File: config.mk
export PLATFORM = sky130hd
export DESIGN_NAME = sysclk_ctrl
export DESIGN_NICKNAME = d
export VERILOG_FILES = /design/src/shared/sysclk_pkg.sv /design/src/shared/clk_ctl_if.sv /design/src/design/sysclk_gen.sv /design/src/design/sysclk_ctrl.sv
export SDC_FILE = /design/constraint.sdc
export NUM_CORES = 1
export LEC_CHECK = 0
export BUFFER_PORTS_ARGS = -buffer_cell sky130_fd_sc_hd__buf_2
export CAP_MARGIN = 20
export CELL_PAD_IN_SITES_DETAIL_PLACEMENT = 0
export CELL_PAD_IN_SITES_GLOBAL_PLACEMENT = 1
export CORE_ASPECT_RATIO = 0.8
export CORE_MARGIN = 2
export CORE_UTILIZATION = 35
export CTS_BUF_LIST = sky130_fd_sc_hd__clkbuf_4
export DETAILED_ROUTE_END_ITERATION = 10
export PLACE_DENSITY_LB_ADDON = 0.1
export SETUP_SLACK_MARGIN = 0.02
export SYNTH_ARGS = -nofsm -noshare
export SYNTH_HDL_FRONTEND = slang
export SYNTH_HIERARCHICAL = 1
export SYNTH_SLANG_ARGS = --single-unit
File: constraint.sdc
create_clock -name core_clk_i -period 2.7 [get_ports core_clk_i]
set_input_delay 0.27 -clock core_clk_i [delete_from_list [all_inputs] [get_ports core_clk_i]]
set_output_delay 0.27 -clock core_clk_i [all_outputs]
set_load 0.005 [all_outputs]
File: src/shared/sysclk_pkg.sv
// constants and types for system clock select, divide and low power control
package sysclk_pkg;
  localparam logic [7:0] SYS_CLK_SELECT_ADDR  = 8'hA9;
  localparam logic [7:0] SYS_CLK_SELECT_RESET = 8'h82;
  localparam logic [7:0] PMU_CFG_ADDR         = 8'hB3;
  localparam logic [7:0] WAKE_EN_ADDR         = 8'hB4;
  localparam int READY_BIT    = 7;
  localparam int DIV_MSB      = 6;
  localparam int DIV_LSB      = 4;
  localparam int SRC_MSB      = 2;
  localparam int SRC_LSB      = 0;
  localparam int SLEEP_BIT    = 7;
  localparam int SUSPEND_BIT  = 6;
  localparam int RST_FLAG_BIT = 5;
  localparam int NUM_WAKE     = 5;
  localparam logic [4:0] WAKE_EN_RESET = 5'h00;
  localparam logic [2:0] SRC_PRECISION = 3'h0;
  localparam logic [2:0] SRC_EXTERNAL  = 3'h1;
  localparam logic [2:0] SRC_LP_DIV8   = 3'h2;
  localparam logic [2:0] SRC_RTC       = 3'h3;
  localparam logic [2:0] SRC_LP        = 3'h4;
  localparam logic [6:0] MAX_DIV_COUNT = 7'h7F;
  localparam int WAKE_HIDE_CYCLES = 2;
  localparam int CLK_PERIOD_NS    = 50;
  localparam int RESUSPEND_NS     = 15000;
  localparam int RESUSPEND_CYCLES =
    (RESUSPEND_NS + CLK_PERIOD_NS - 1) / CLK_PERIOD_NS;
  localparam int WAKE_REQ_CYCLES  = 16;
  typedef enum logic [3:0] {
    PM_ACTIVE  = 4'b0001,
    PM_SUSPEND = 4'b0010,
    PM_SLEEP   = 4'b0100,
    PM_WAKE    = 4'b1000
  } pm_state_t;
  typedef enum logic [2:0] {
    SW_RUN      = 3'b001,
    SW_WAIT_OLD = 3'b010,
    SW_WAIT_NEW = 3'b100
  } sw_state_t;
endpackage

File: src/shared/clk_ctl_if.sv
// control bundle between power control and the clock generator
interface clk_ctl_if;
  logic [2:0] src_sel;
  logic [2:0] div_sel;
  logic       gate;
  logic [3:0] osc_sync;
  logic       div_applied;
  logic       sys_clk_en;
  modport gen (input src_sel, input div_sel, input gate, input osc_sync,
               output div_applied, output sys_clk_en);
  modport ctl (output src_sel, output div_sel, output gate,
               output osc_sync, input div_applied, input sys_clk_en);
endinterface

File: src/design/sysclk_gen.sv
// source multiplexer and power-of-two divider producing a clock enable
module sysclk_gen (
  input  wire logic core_clk_i,
  input  wire logic rst_n_i,
  clk_ctl_if.gen    ctl
);
  logic [3:0]               osc_d;
  logic [3:0]               rise;
  logic [2:0]               lp_cnt;
  logic                     lp8_tick;
  logic [2:0]               cur_src;
  logic [2:0]               new_src;
  logic [2:0]               cur_div;
  logic [6:0]               cnt;
  sysclk_pkg::sw_state_t    sw_state;
  logic                     src_tick;

  // bit order of osc_sync: precision, external, rtc, low power
  function automatic logic tick_of(input logic [2:0] s, input logic [3:0] r,
                                   input logic l8);
    case (s)
      sysclk_pkg::SRC_PRECISION: tick_of = r[0];
      sysclk_pkg::SRC_EXTERNAL:  tick_of = r[1];
      sysclk_pkg::SRC_LP_DIV8:   tick_of = l8;
      sysclk_pkg::SRC_RTC:       tick_of = r[2];
      sysclk_pkg::SRC_LP:        tick_of = r[3];
      default:                   tick_of = 1'b0;
    endcase
  endfunction

  // terminal count for divide by two to the field value
  function automatic logic [6:0] div_limit(input logic [2:0] d);
    div_limit = sysclk_pkg::MAX_DIV_COUNT >> (3'h7 - d);
  endfunction

  assign rise     = ctl.osc_sync & ~osc_d;
  assign lp8_tick = rise[3] && (lp_cnt == 3'h7);
  assign src_tick = (sw_state == sysclk_pkg::SW_RUN) &&
                    tick_of(cur_src, rise, lp8_tick);

  always_ff @(posedge core_clk_i or negedge rst_n_i) begin
    if (!rst_n_i) begin
      osc_d  <= 4'h0;
      lp_cnt <= 3'h0;
    end else begin
      osc_d <= ctl.osc_sync;
      if (rise[3]) begin
        lp_cnt <= lp_cnt + 3'h1;
      end
    end
  end

  // switch waits one edge of the old source then one of the new source
  always_ff @(posedge core_clk_i or negedge rst_n_i) begin
    if (!rst_n_i) begin
      sw_state <= sysclk_pkg::SW_RUN;
      cur_src  <= sysclk_pkg::SYS_CLK_SELECT_RESET[2:0];
      new_src  <= sysclk_pkg::SYS_CLK_SELECT_RESET[2:0];
    end else begin
      case (sw_state)
        sysclk_pkg::SW_RUN: begin
          if (ctl.src_sel != cur_src && cnt == 7'h00) begin
            new_src  <= ctl.src_sel;
            sw_state <= sysclk_pkg::SW_WAIT_OLD;
          end
        end
        sysclk_pkg::SW_WAIT_OLD: begin
          if (tick_of(cur_src, rise, lp8_tick) || ctl.gate) begin
            sw_state <= sysclk_pkg::SW_WAIT_NEW;
          end
        end
        sysclk_pkg::SW_WAIT_NEW: begin
          if (tick_of(new_src, rise, lp8_tick) || ctl.gate) begin
            cur_src  <= new_src;
            sw_state <= sysclk_pkg::SW_RUN;
          end
        end
        default: sw_state <= sysclk_pkg::SW_RUN;
      endcase
    end
  end

  // divide ratio only changes at the end of a full divided period
  always_ff @(posedge core_clk_i or negedge rst_n_i) begin
    if (!rst_n_i) begin
      cnt            <= 7'h00;
      cur_div        <= sysclk_pkg::SYS_CLK_SELECT_RESET[6:4];
      ctl.sys_clk_en <= 1'b0;
    end else begin
      ctl.sys_clk_en <= 1'b0;
      if (src_tick && !ctl.gate) begin
        if (cnt >= div_limit(cur_div)) begin
          cnt            <= 7'h00;
          cur_div        <= ctl.div_sel;
          ctl.sys_clk_en <= 1'b1;
        end else begin
          cnt <= cnt + 7'h01;
        end
      end
    end
  end

  // combinational so a read right after a divide write already shows 0
  always_comb begin
    ctl.div_applied = (cur_div == ctl.div_sel);
  end
endmodule // sysclk_gen

File: src/design/sysclk_ctrl.sv
// system clock select registers and suspend / sleep power control
module sysclk_ctrl (
  input  wire logic       core_clk_i,
  input  wire logic       rst_n_i,
  input  wire logic [7:0] sfr_addr_i,
  input  wire logic       sfr_wr_i,
  input  wire logic       sfr_rd_i,
  input  wire logic [7:0] sfr_wdata_i,
  output logic      [7:0] sfr_rdata_o,
  input  wire logic [3:0] osc_i,
  input  wire logic [4:0] wake_src_i,
  input  wire logic       rst_pin_low_i,
  output logic            sys_clk_en_o,
  output logic            prec_osc_en_o,
  output logic            lp_osc_en_o,
  output logic            core_reg_on_o,
  output logic            ram_on_vdd_o,
  output logic            gpio_hold_o,
  output logic            port_match_on_o,
  output logic            wake_request_n_o
);
  clk_ctl_if ctl ();

  logic [3:0]              osc_s1;
  logic [3:0]              osc_s2;
  logic [5:0]              ev_s1;
  logic [5:0]              ev_s2;
  logic [5:0]              ev_s3;
  logic [5:0]              ev_rise;
  logic [2:0]              src_reg;
  logic [2:0]              div_reg;
  logic [4:0]              wake_en;
  logic [5:0]              wake_flags;
  logic [5:0]              flag_clr;
  sysclk_pkg::pm_state_t   pm_state;
  logic [1:0]              hide_cnt;
  logic [8:0]              holdoff_cnt;
  logic [4:0]              wreq_cnt;
  logic                    wr_clk;
  logic                    wr_pmu;
  logic                    wr_en;
  logic                    wake_hit;
  logic                    low_power;

  assign wr_clk  = sfr_wr_i && (sfr_addr_i == sysclk_pkg::SYS_CLK_SELECT_ADDR);
  assign wr_pmu  = sfr_wr_i && (sfr_addr_i == sysclk_pkg::PMU_CFG_ADDR);
  assign wr_en   = sfr_wr_i && (sfr_addr_i == sysclk_pkg::WAKE_EN_ADDR);
  assign ev_rise = ev_s2 & ~ev_s3;
  assign wake_hit = |(ev_rise[4:0] & wake_en);
  assign low_power = (pm_state == sysclk_pkg::PM_SUSPEND) ||
                     (pm_state == sysclk_pkg::PM_SLEEP);
  assign flag_clr = wr_pmu ? sfr_wdata_i[5:0] : 6'h00;

  assign ctl.src_sel  = src_reg;
  assign ctl.div_sel  = div_reg;
  assign ctl.gate     = low_power;
  assign ctl.osc_sync = osc_s2;
  assign sys_clk_en_o = ctl.sys_clk_en;

  sysclk_gen u_gen (
    .core_clk_i (core_clk_i),
    .rst_n_i    (rst_n_i),
    .ctl        (ctl.gen)
  );

  // pins and oscillators are foreign to this clock: two flops first
  always_ff @(posedge core_clk_i or negedge rst_n_i) begin
    if (!rst_n_i) begin
      osc_s1 <= 4'h0;
      osc_s2 <= 4'h0;
      ev_s1  <= 6'h00;
      ev_s2  <= 6'h00;
      ev_s3  <= 6'h00;
    end else begin
      osc_s1 <= osc_i;
      osc_s2 <= osc_s1;
      ev_s1  <= {rst_pin_low_i, wake_src_i};
      ev_s2  <= ev_s1;
      ev_s3  <= ev_s2;
    end
  end

  // reserved source codes leave the current selection in place
  always_ff @(posedge core_clk_i or negedge rst_n_i) begin
    if (!rst_n_i) begin
      src_reg <= sysclk_pkg::SYS_CLK_SELECT_RESET[2:0];
      div_reg <= sysclk_pkg::SYS_CLK_SELECT_RESET[6:4];
    end else if (wr_clk) begin
      div_reg <= sfr_wdata_i[6:4];
      if (sfr_wdata_i[2:0] <= sysclk_pkg::SRC_LP) begin
        src_reg <= sfr_wdata_i[2:0];
      end
    end
  end

  always_ff @(posedge core_clk_i or negedge rst_n_i) begin
    if (!rst_n_i) begin
      wake_en <= sysclk_pkg::WAKE_EN_RESET;
    end else if (wr_en) begin
      wake_en <= sfr_wdata_i[4:0];
    end
  end

  // flags are set only while powered down; set beats a same-cycle clear
  always_ff @(posedge core_clk_i or negedge rst_n_i) begin
    if (!rst_n_i) begin
      wake_flags <= 6'h00;
    end else begin
      wake_flags <= (wake_flags & ~flag_clr) |
                    (low_power ? ev_rise : 6'h00);
    end
  end

  // power state machine
  always_ff @(posedge core_clk_i or negedge rst_n_i) begin
    if (!rst_n_i) begin
      pm_state <= sysclk_pkg::PM_ACTIVE;
    end else begin
      case (pm_state)
        sysclk_pkg::PM_ACTIVE: begin
          if (wr_pmu && sfr_wdata_i[sysclk_pkg::SLEEP_BIT]) begin
            pm_state <= sysclk_pkg::PM_SLEEP;
          end else if (wr_pmu && sfr_wdata_i[sysclk_pkg::SUSPEND_BIT] &&
                       holdoff_cnt == 9'h000) begin
            pm_state <= sysclk_pkg::PM_SUSPEND;
          end
        end
        sysclk_pkg::PM_SUSPEND: begin
          if (wake_hit || ev_rise[sysclk_pkg::RST_FLAG_BIT]) begin
            pm_state <= sysclk_pkg::PM_WAKE;
          end
        end
        sysclk_pkg::PM_SLEEP: begin
          if (wake_hit) begin
            pm_state <= sysclk_pkg::PM_WAKE;
          end
        end
        sysclk_pkg::PM_WAKE: begin
          if (hide_cnt == 2'(sysclk_pkg::WAKE_HIDE_CYCLES - 1)) begin
            pm_state <= sysclk_pkg::PM_ACTIVE;
          end
        end
        default: pm_state <= sysclk_pkg::PM_ACTIVE;
      endcase
    end
  end

  always_ff @(posedge core_clk_i or negedge rst_n_i) begin
    if (!rst_n_i) begin
      hide_cnt <= 2'h0;
    end else if (pm_state == sysclk_pkg::PM_WAKE) begin
      hide_cnt <= hide_cnt + 2'h1;
    end else begin
      hide_cnt <= 2'h0;
    end
  end

  // a reset-pin wake blocks re-suspend so a real pin reset can land
  always_ff @(posedge core_clk_i or negedge rst_n_i) begin
    if (!rst_n_i) begin
      holdoff_cnt <= 9'h000;
    end else if (pm_state == sysclk_pkg::PM_SUSPEND &&
                 ev_rise[sysclk_pkg::RST_FLAG_BIT]) begin
      holdoff_cnt <= 9'(sysclk_pkg::RESUSPEND_CYCLES);
    end else if (holdoff_cnt != 9'h000) begin
      holdoff_cnt <= holdoff_cnt - 9'h001;
    end
  end

  // wake request held low a fixed time after leaving sleep
  always_ff @(posedge core_clk_i or negedge rst_n_i) begin
    if (!rst_n_i) begin
      wreq_cnt         <= 5'h00;
      wake_request_n_o <= 1'b1;
    end else begin
      if (pm_state == sysclk_pkg::PM_SLEEP && wake_hit) begin
        wreq_cnt <= 5'(sysclk_pkg::WAKE_REQ_CYCLES);
      end else if (wreq_cnt != 5'h00) begin
        wreq_cnt <= wreq_cnt - 5'h01;
      end
      wake_request_n_o <= !((pm_state == sysclk_pkg::PM_SLEEP && wake_hit) ||
                            wreq_cnt > 5'h01);
    end
  end

  // power and pad controls, registered
  always_ff @(posedge core_clk_i or negedge rst_n_i) begin
    if (!rst_n_i) begin
      prec_osc_en_o   <= 1'b1;
      lp_osc_en_o     <= 1'b1;
      core_reg_on_o   <= 1'b1;
      ram_on_vdd_o    <= 1'b0;
      gpio_hold_o     <= 1'b0;
      port_match_on_o <= 1'b0;
    end else begin
      prec_osc_en_o   <= !low_power;
      lp_osc_en_o     <= !low_power;
      core_reg_on_o   <= pm_state != sysclk_pkg::PM_SLEEP;
      ram_on_vdd_o    <= pm_state == sysclk_pkg::PM_SLEEP;
      gpio_hold_o     <= pm_state == sysclk_pkg::PM_SLEEP;
      port_match_on_o <= pm_state == sysclk_pkg::PM_SLEEP;
    end
  end

  // read data registered; unmapped addresses read zero
  always_ff @(posedge core_clk_i or negedge rst_n_i) begin
    if (!rst_n_i) begin
      sfr_rdata_o <= 8'h00;
    end else if (sfr_rd_i) begin
      case (sfr_addr_i)
        sysclk_pkg::SYS_CLK_SELECT_ADDR:
          sfr_rdata_o <= {ctl.div_applied, div_reg, 1'b0, src_reg};
        sysclk_pkg::PMU_CFG_ADDR:
          sfr_rdata_o <= {2'h0, (pm_state == sysclk_pkg::PM_WAKE) ?
                          6'h00 : wake_flags};
        sysclk_pkg::WAKE_EN_ADDR:
          sfr_rdata_o <= {3'h0, wake_en};
        default:
          sfr_rdata_o <= 8'h00;
      endcase
    end
  end
endmodule // sysclk_ctrl

==> results.md <==
* Worst slew pin tran at approximately 0.67 ns
* Core area at roughly 13,000 µm²
* CP Launch Type: register
* Sequential area share after synthesis at 0.541
* Min-delay worst type: in2reg
* R2r worst-path depth at 8
* Max rail drop VDD at around 0.24 mV
* Final hold vios at 0
* Layout area overhead at 15.1%
* Setup Skew at between 0.01 and 0.015 ns
* Status: complete, no violations
* Layout net count at 524
* # rows at 38
* Most frequent cell after synthesis: dfrtp_1
* Comb pwr share at 0.227
* Vias in the first global route at approximately 3,200
* Reg power frac at 0.547
* Syn_area_per_cell at ~11 µm²
* Pin count of the biggest net entering global routing at ~100
* Worst Path Arrival at approximately 2.7 ns
* Peak fanout along the critical path at 8
* CTS Buf Count at 9
* Setup crit end kind: register
* Hold depth at 2
* Ports at 46
* Residual DRC count at 0
* Initial antenna violation count at 0
* Final Instance Area at between 5000 and 6000 µm²
* Longest Clk Path Bufs at 2
* Internal power at about 2.3 mW
* Min cycle time layout at ~2.3 ns
* Net Sw Power at approximately 1.2 mW
* Leak Pwr at 2.46 nW
* Synth top area share at 0.496
* Fin crit share at 0.860
* Cell Pwr Density at 640 nW/µm²
* EDFF count, synth at 0
* Main synth FF type: dfrtp_1
* Routability congestion estimate from global placement at about 0.8
* Post-Place Cell Area at 5190 µm²
* Most area-consuming cells after synthesis: dfrtp_1, dfstp_2, ha_1
* Power, Total at about 3.5 mW
* CP required at 3.06 ns
* Clock share of power at 0.225
* Reg clk slew, reported paths at roughly 0.16 ns
* CTS tree: yes
* All-Layer GR Usage at 0.150
* Worst hold slack at roughly 0.046 ns
* Remaining global-route overflow at 0
* Clk sink count at a little over 100
* RSZ-0062 raised after global routing: no
* Slew Limit Fails at 0
* Synth async-reset ratio at 1.00
* Routed wire length at 10,100 µm
* Fillers at roughly 1,400
* Number of routed nets with antenna violations at 0
* Dpl hpwl at slightly above 7000 µm
* Post-CTS Setup Inserts at 0
* Initial DRC count at slightly above 200
* Synth Warn # at 6
* Max_cap viols at 0
* Syn_nets at 459
* Avg WL per Cell at roughly 15 µm
* Synth cell count leaders: dfrtp_1, nor2_1, inv_1
* Die area at 14,500 µm²
* Dpl cells at about 630
* Top cell type by total area after synthesis: dfrtp_1
* DIE HEIGHT at 108 µm
* Area of the multi-input gates at 2010 µm²
* Die X-Extent at approximately 130 µm
* R2R Setup Slk at roughly 0.38 ns
* Via/cell ratio at ~5
* Pre-antenna DRT Iters at 5
* Clk_lat worst skew at roughly 0.46 ns
* Clock Tree Root: clkbuf_4
* IO buf count at 45
* Post-Layout Cell Count at about 660
* Diodes inserted at 0
* Layout cell share with drive strength beyond 1 at 0.230
* Flops & latches, synth at just over 100
* Storage cell area at about 2600 µm²
* Sw Ratio at 0.330
* Worst slew margin at 0.552
* Via count at between 3,000 and 4,000
* Mapped cell area at around 4700 µm²
* H-tree depth at 3
* Max Clk Rate at 0.431 GHz
* Final setup viols at 0
* Count of unique library cells instantiated by Yosys at 70
* Synth Instances at approximately 410
* Critical path class: reg2reg
* Initial Util at 0.353
* Setup TNS at 0 ns
* Global-route wire length before repair at about 17,000 µm
* Post-CTS Resized at 0
-- cells in the final DEF (no fill, tap or decap), types with 5 or more instances in the layout --
master	n
o21ai_0	18
dlygate4sd3_1	13
nor3_1	10
clkbuf_4	10
a22oi_1	5
inv_1	29
xnor2_1	7
dfstp_2	8
ha_1	16
buf_4	5
mux2_2	10
nand2_1	26
a211oi_1	5
mux2_1	5
nand3b_1	8
nand2b_1	11
nand3_1	8
xor2_1	8
a21oi_1	13
dfrtp_1	94
o22ai_1	5
buf_2	44
nor2_1	31
-- worst max-delay path: stages, from the launching register on --
cell     delay, ns
dfrtp_1       0.48
or3_1         0.40
ha_1          0.28
nor2b_1       0.04
o21ai_0       0.23
a21oi_1       0.13
buf_4         0.18
and2b_2       0.22
mux2_2        0.26
-- routing by layer --
metal  track usage  part of all wire  routed length, µm
met5             0                 0                  0
met4        0.0383            0.0092                 93
met3        0.0356             0.036                358
met2         0.220              0.43               4300
met1         0.224              0.53               5330
-- timing repair --
action / in CTS / in global routing
hold endpoints to repair: 105 / 1
hold buffers: 12 / 1
endpoints found under the setup margin: 0 / 0
-- power by group through the flow --
stage	logic, mW	clock network (mW)	registers, mW
global route	0.923	0.902	1.94
CTS	0.803	0.833	1.91
finish	0.793	0.787	1.91
global placement	0.772	0	1.93
floorplan	0.584	0	1.89
detailed placement	0.783	0	1.94
-- path summary, 6_finish.rpt --
check                                      end             start
worst max register to register    u_gen/cnt[0]  u_gen/cur_div[1]
worst max-delay path              u_gen/cnt[0]  u_gen/cur_div[1]
max in group asynchronous         u_gen/cnt[2]           rst_n_i
worst min-delay path                wake_en[3]    sfr_wdata_i[3]
min in group asynchronous       holdoff_cnt[7]           rst_n_i
worst min register to register        ev_s2[0]          ev_s1[0]
-- through the flow --
step	utilization	worst slack [ns]
3_3_place_gp	0.387	0.538
5_1_grt	0.407	0.255
6_report	0.407	0.378
2_1_floorplan	-	0.512
4_1_cts	0.406	0.389
3_5_place_dp	0.387	0.434
-- cell type report --
cell class	count	area share
inverters	29	0.0200
well taps	180	0.0413
clock buffers	10	0.0138
multi-input cells	273	0.369
clock inverters	6	0.0115
repair buffers	63	0.0748
flip-flops and latches	102	0.470
-- flip-flops by register name (all words and copies together), names as in the netlist, 2 cells and up --
signal          count
u_gen/sw_state      3
sfr_rdata_o         8
u_gen/lp_cnt        3
ev_s3               6
u_gen/osc_d         4
u_gen/cnt           7
hide_cnt            2
wake_en             5
holdoff_cnt         9
ctl.src_sel         3
ev_s1               6
u_gen/cur_div       3
u_gen/new_src       3
ctl.div_sel         3
ev_s2               6
ctl.osc_sync        4
pm_state            4
osc_s1              4
wreq_cnt            5
u_gen/cur_src       3
wake_flags          6
-- logic make-up (layout without fill, tap and decap cells) --
logic type      Yosys count  count (layout)  synth area share
mux                      17              17            0.0420
compound gates           90              90             0.138
fa+ha+maj                16              16            0.0422
simple gates            135             135             0.175
flops                   102             102             0.541
xor+xnor                 15              15            0.0277
buf+inv                  38             108            0.0348
(Power assumes the default switching activity.)
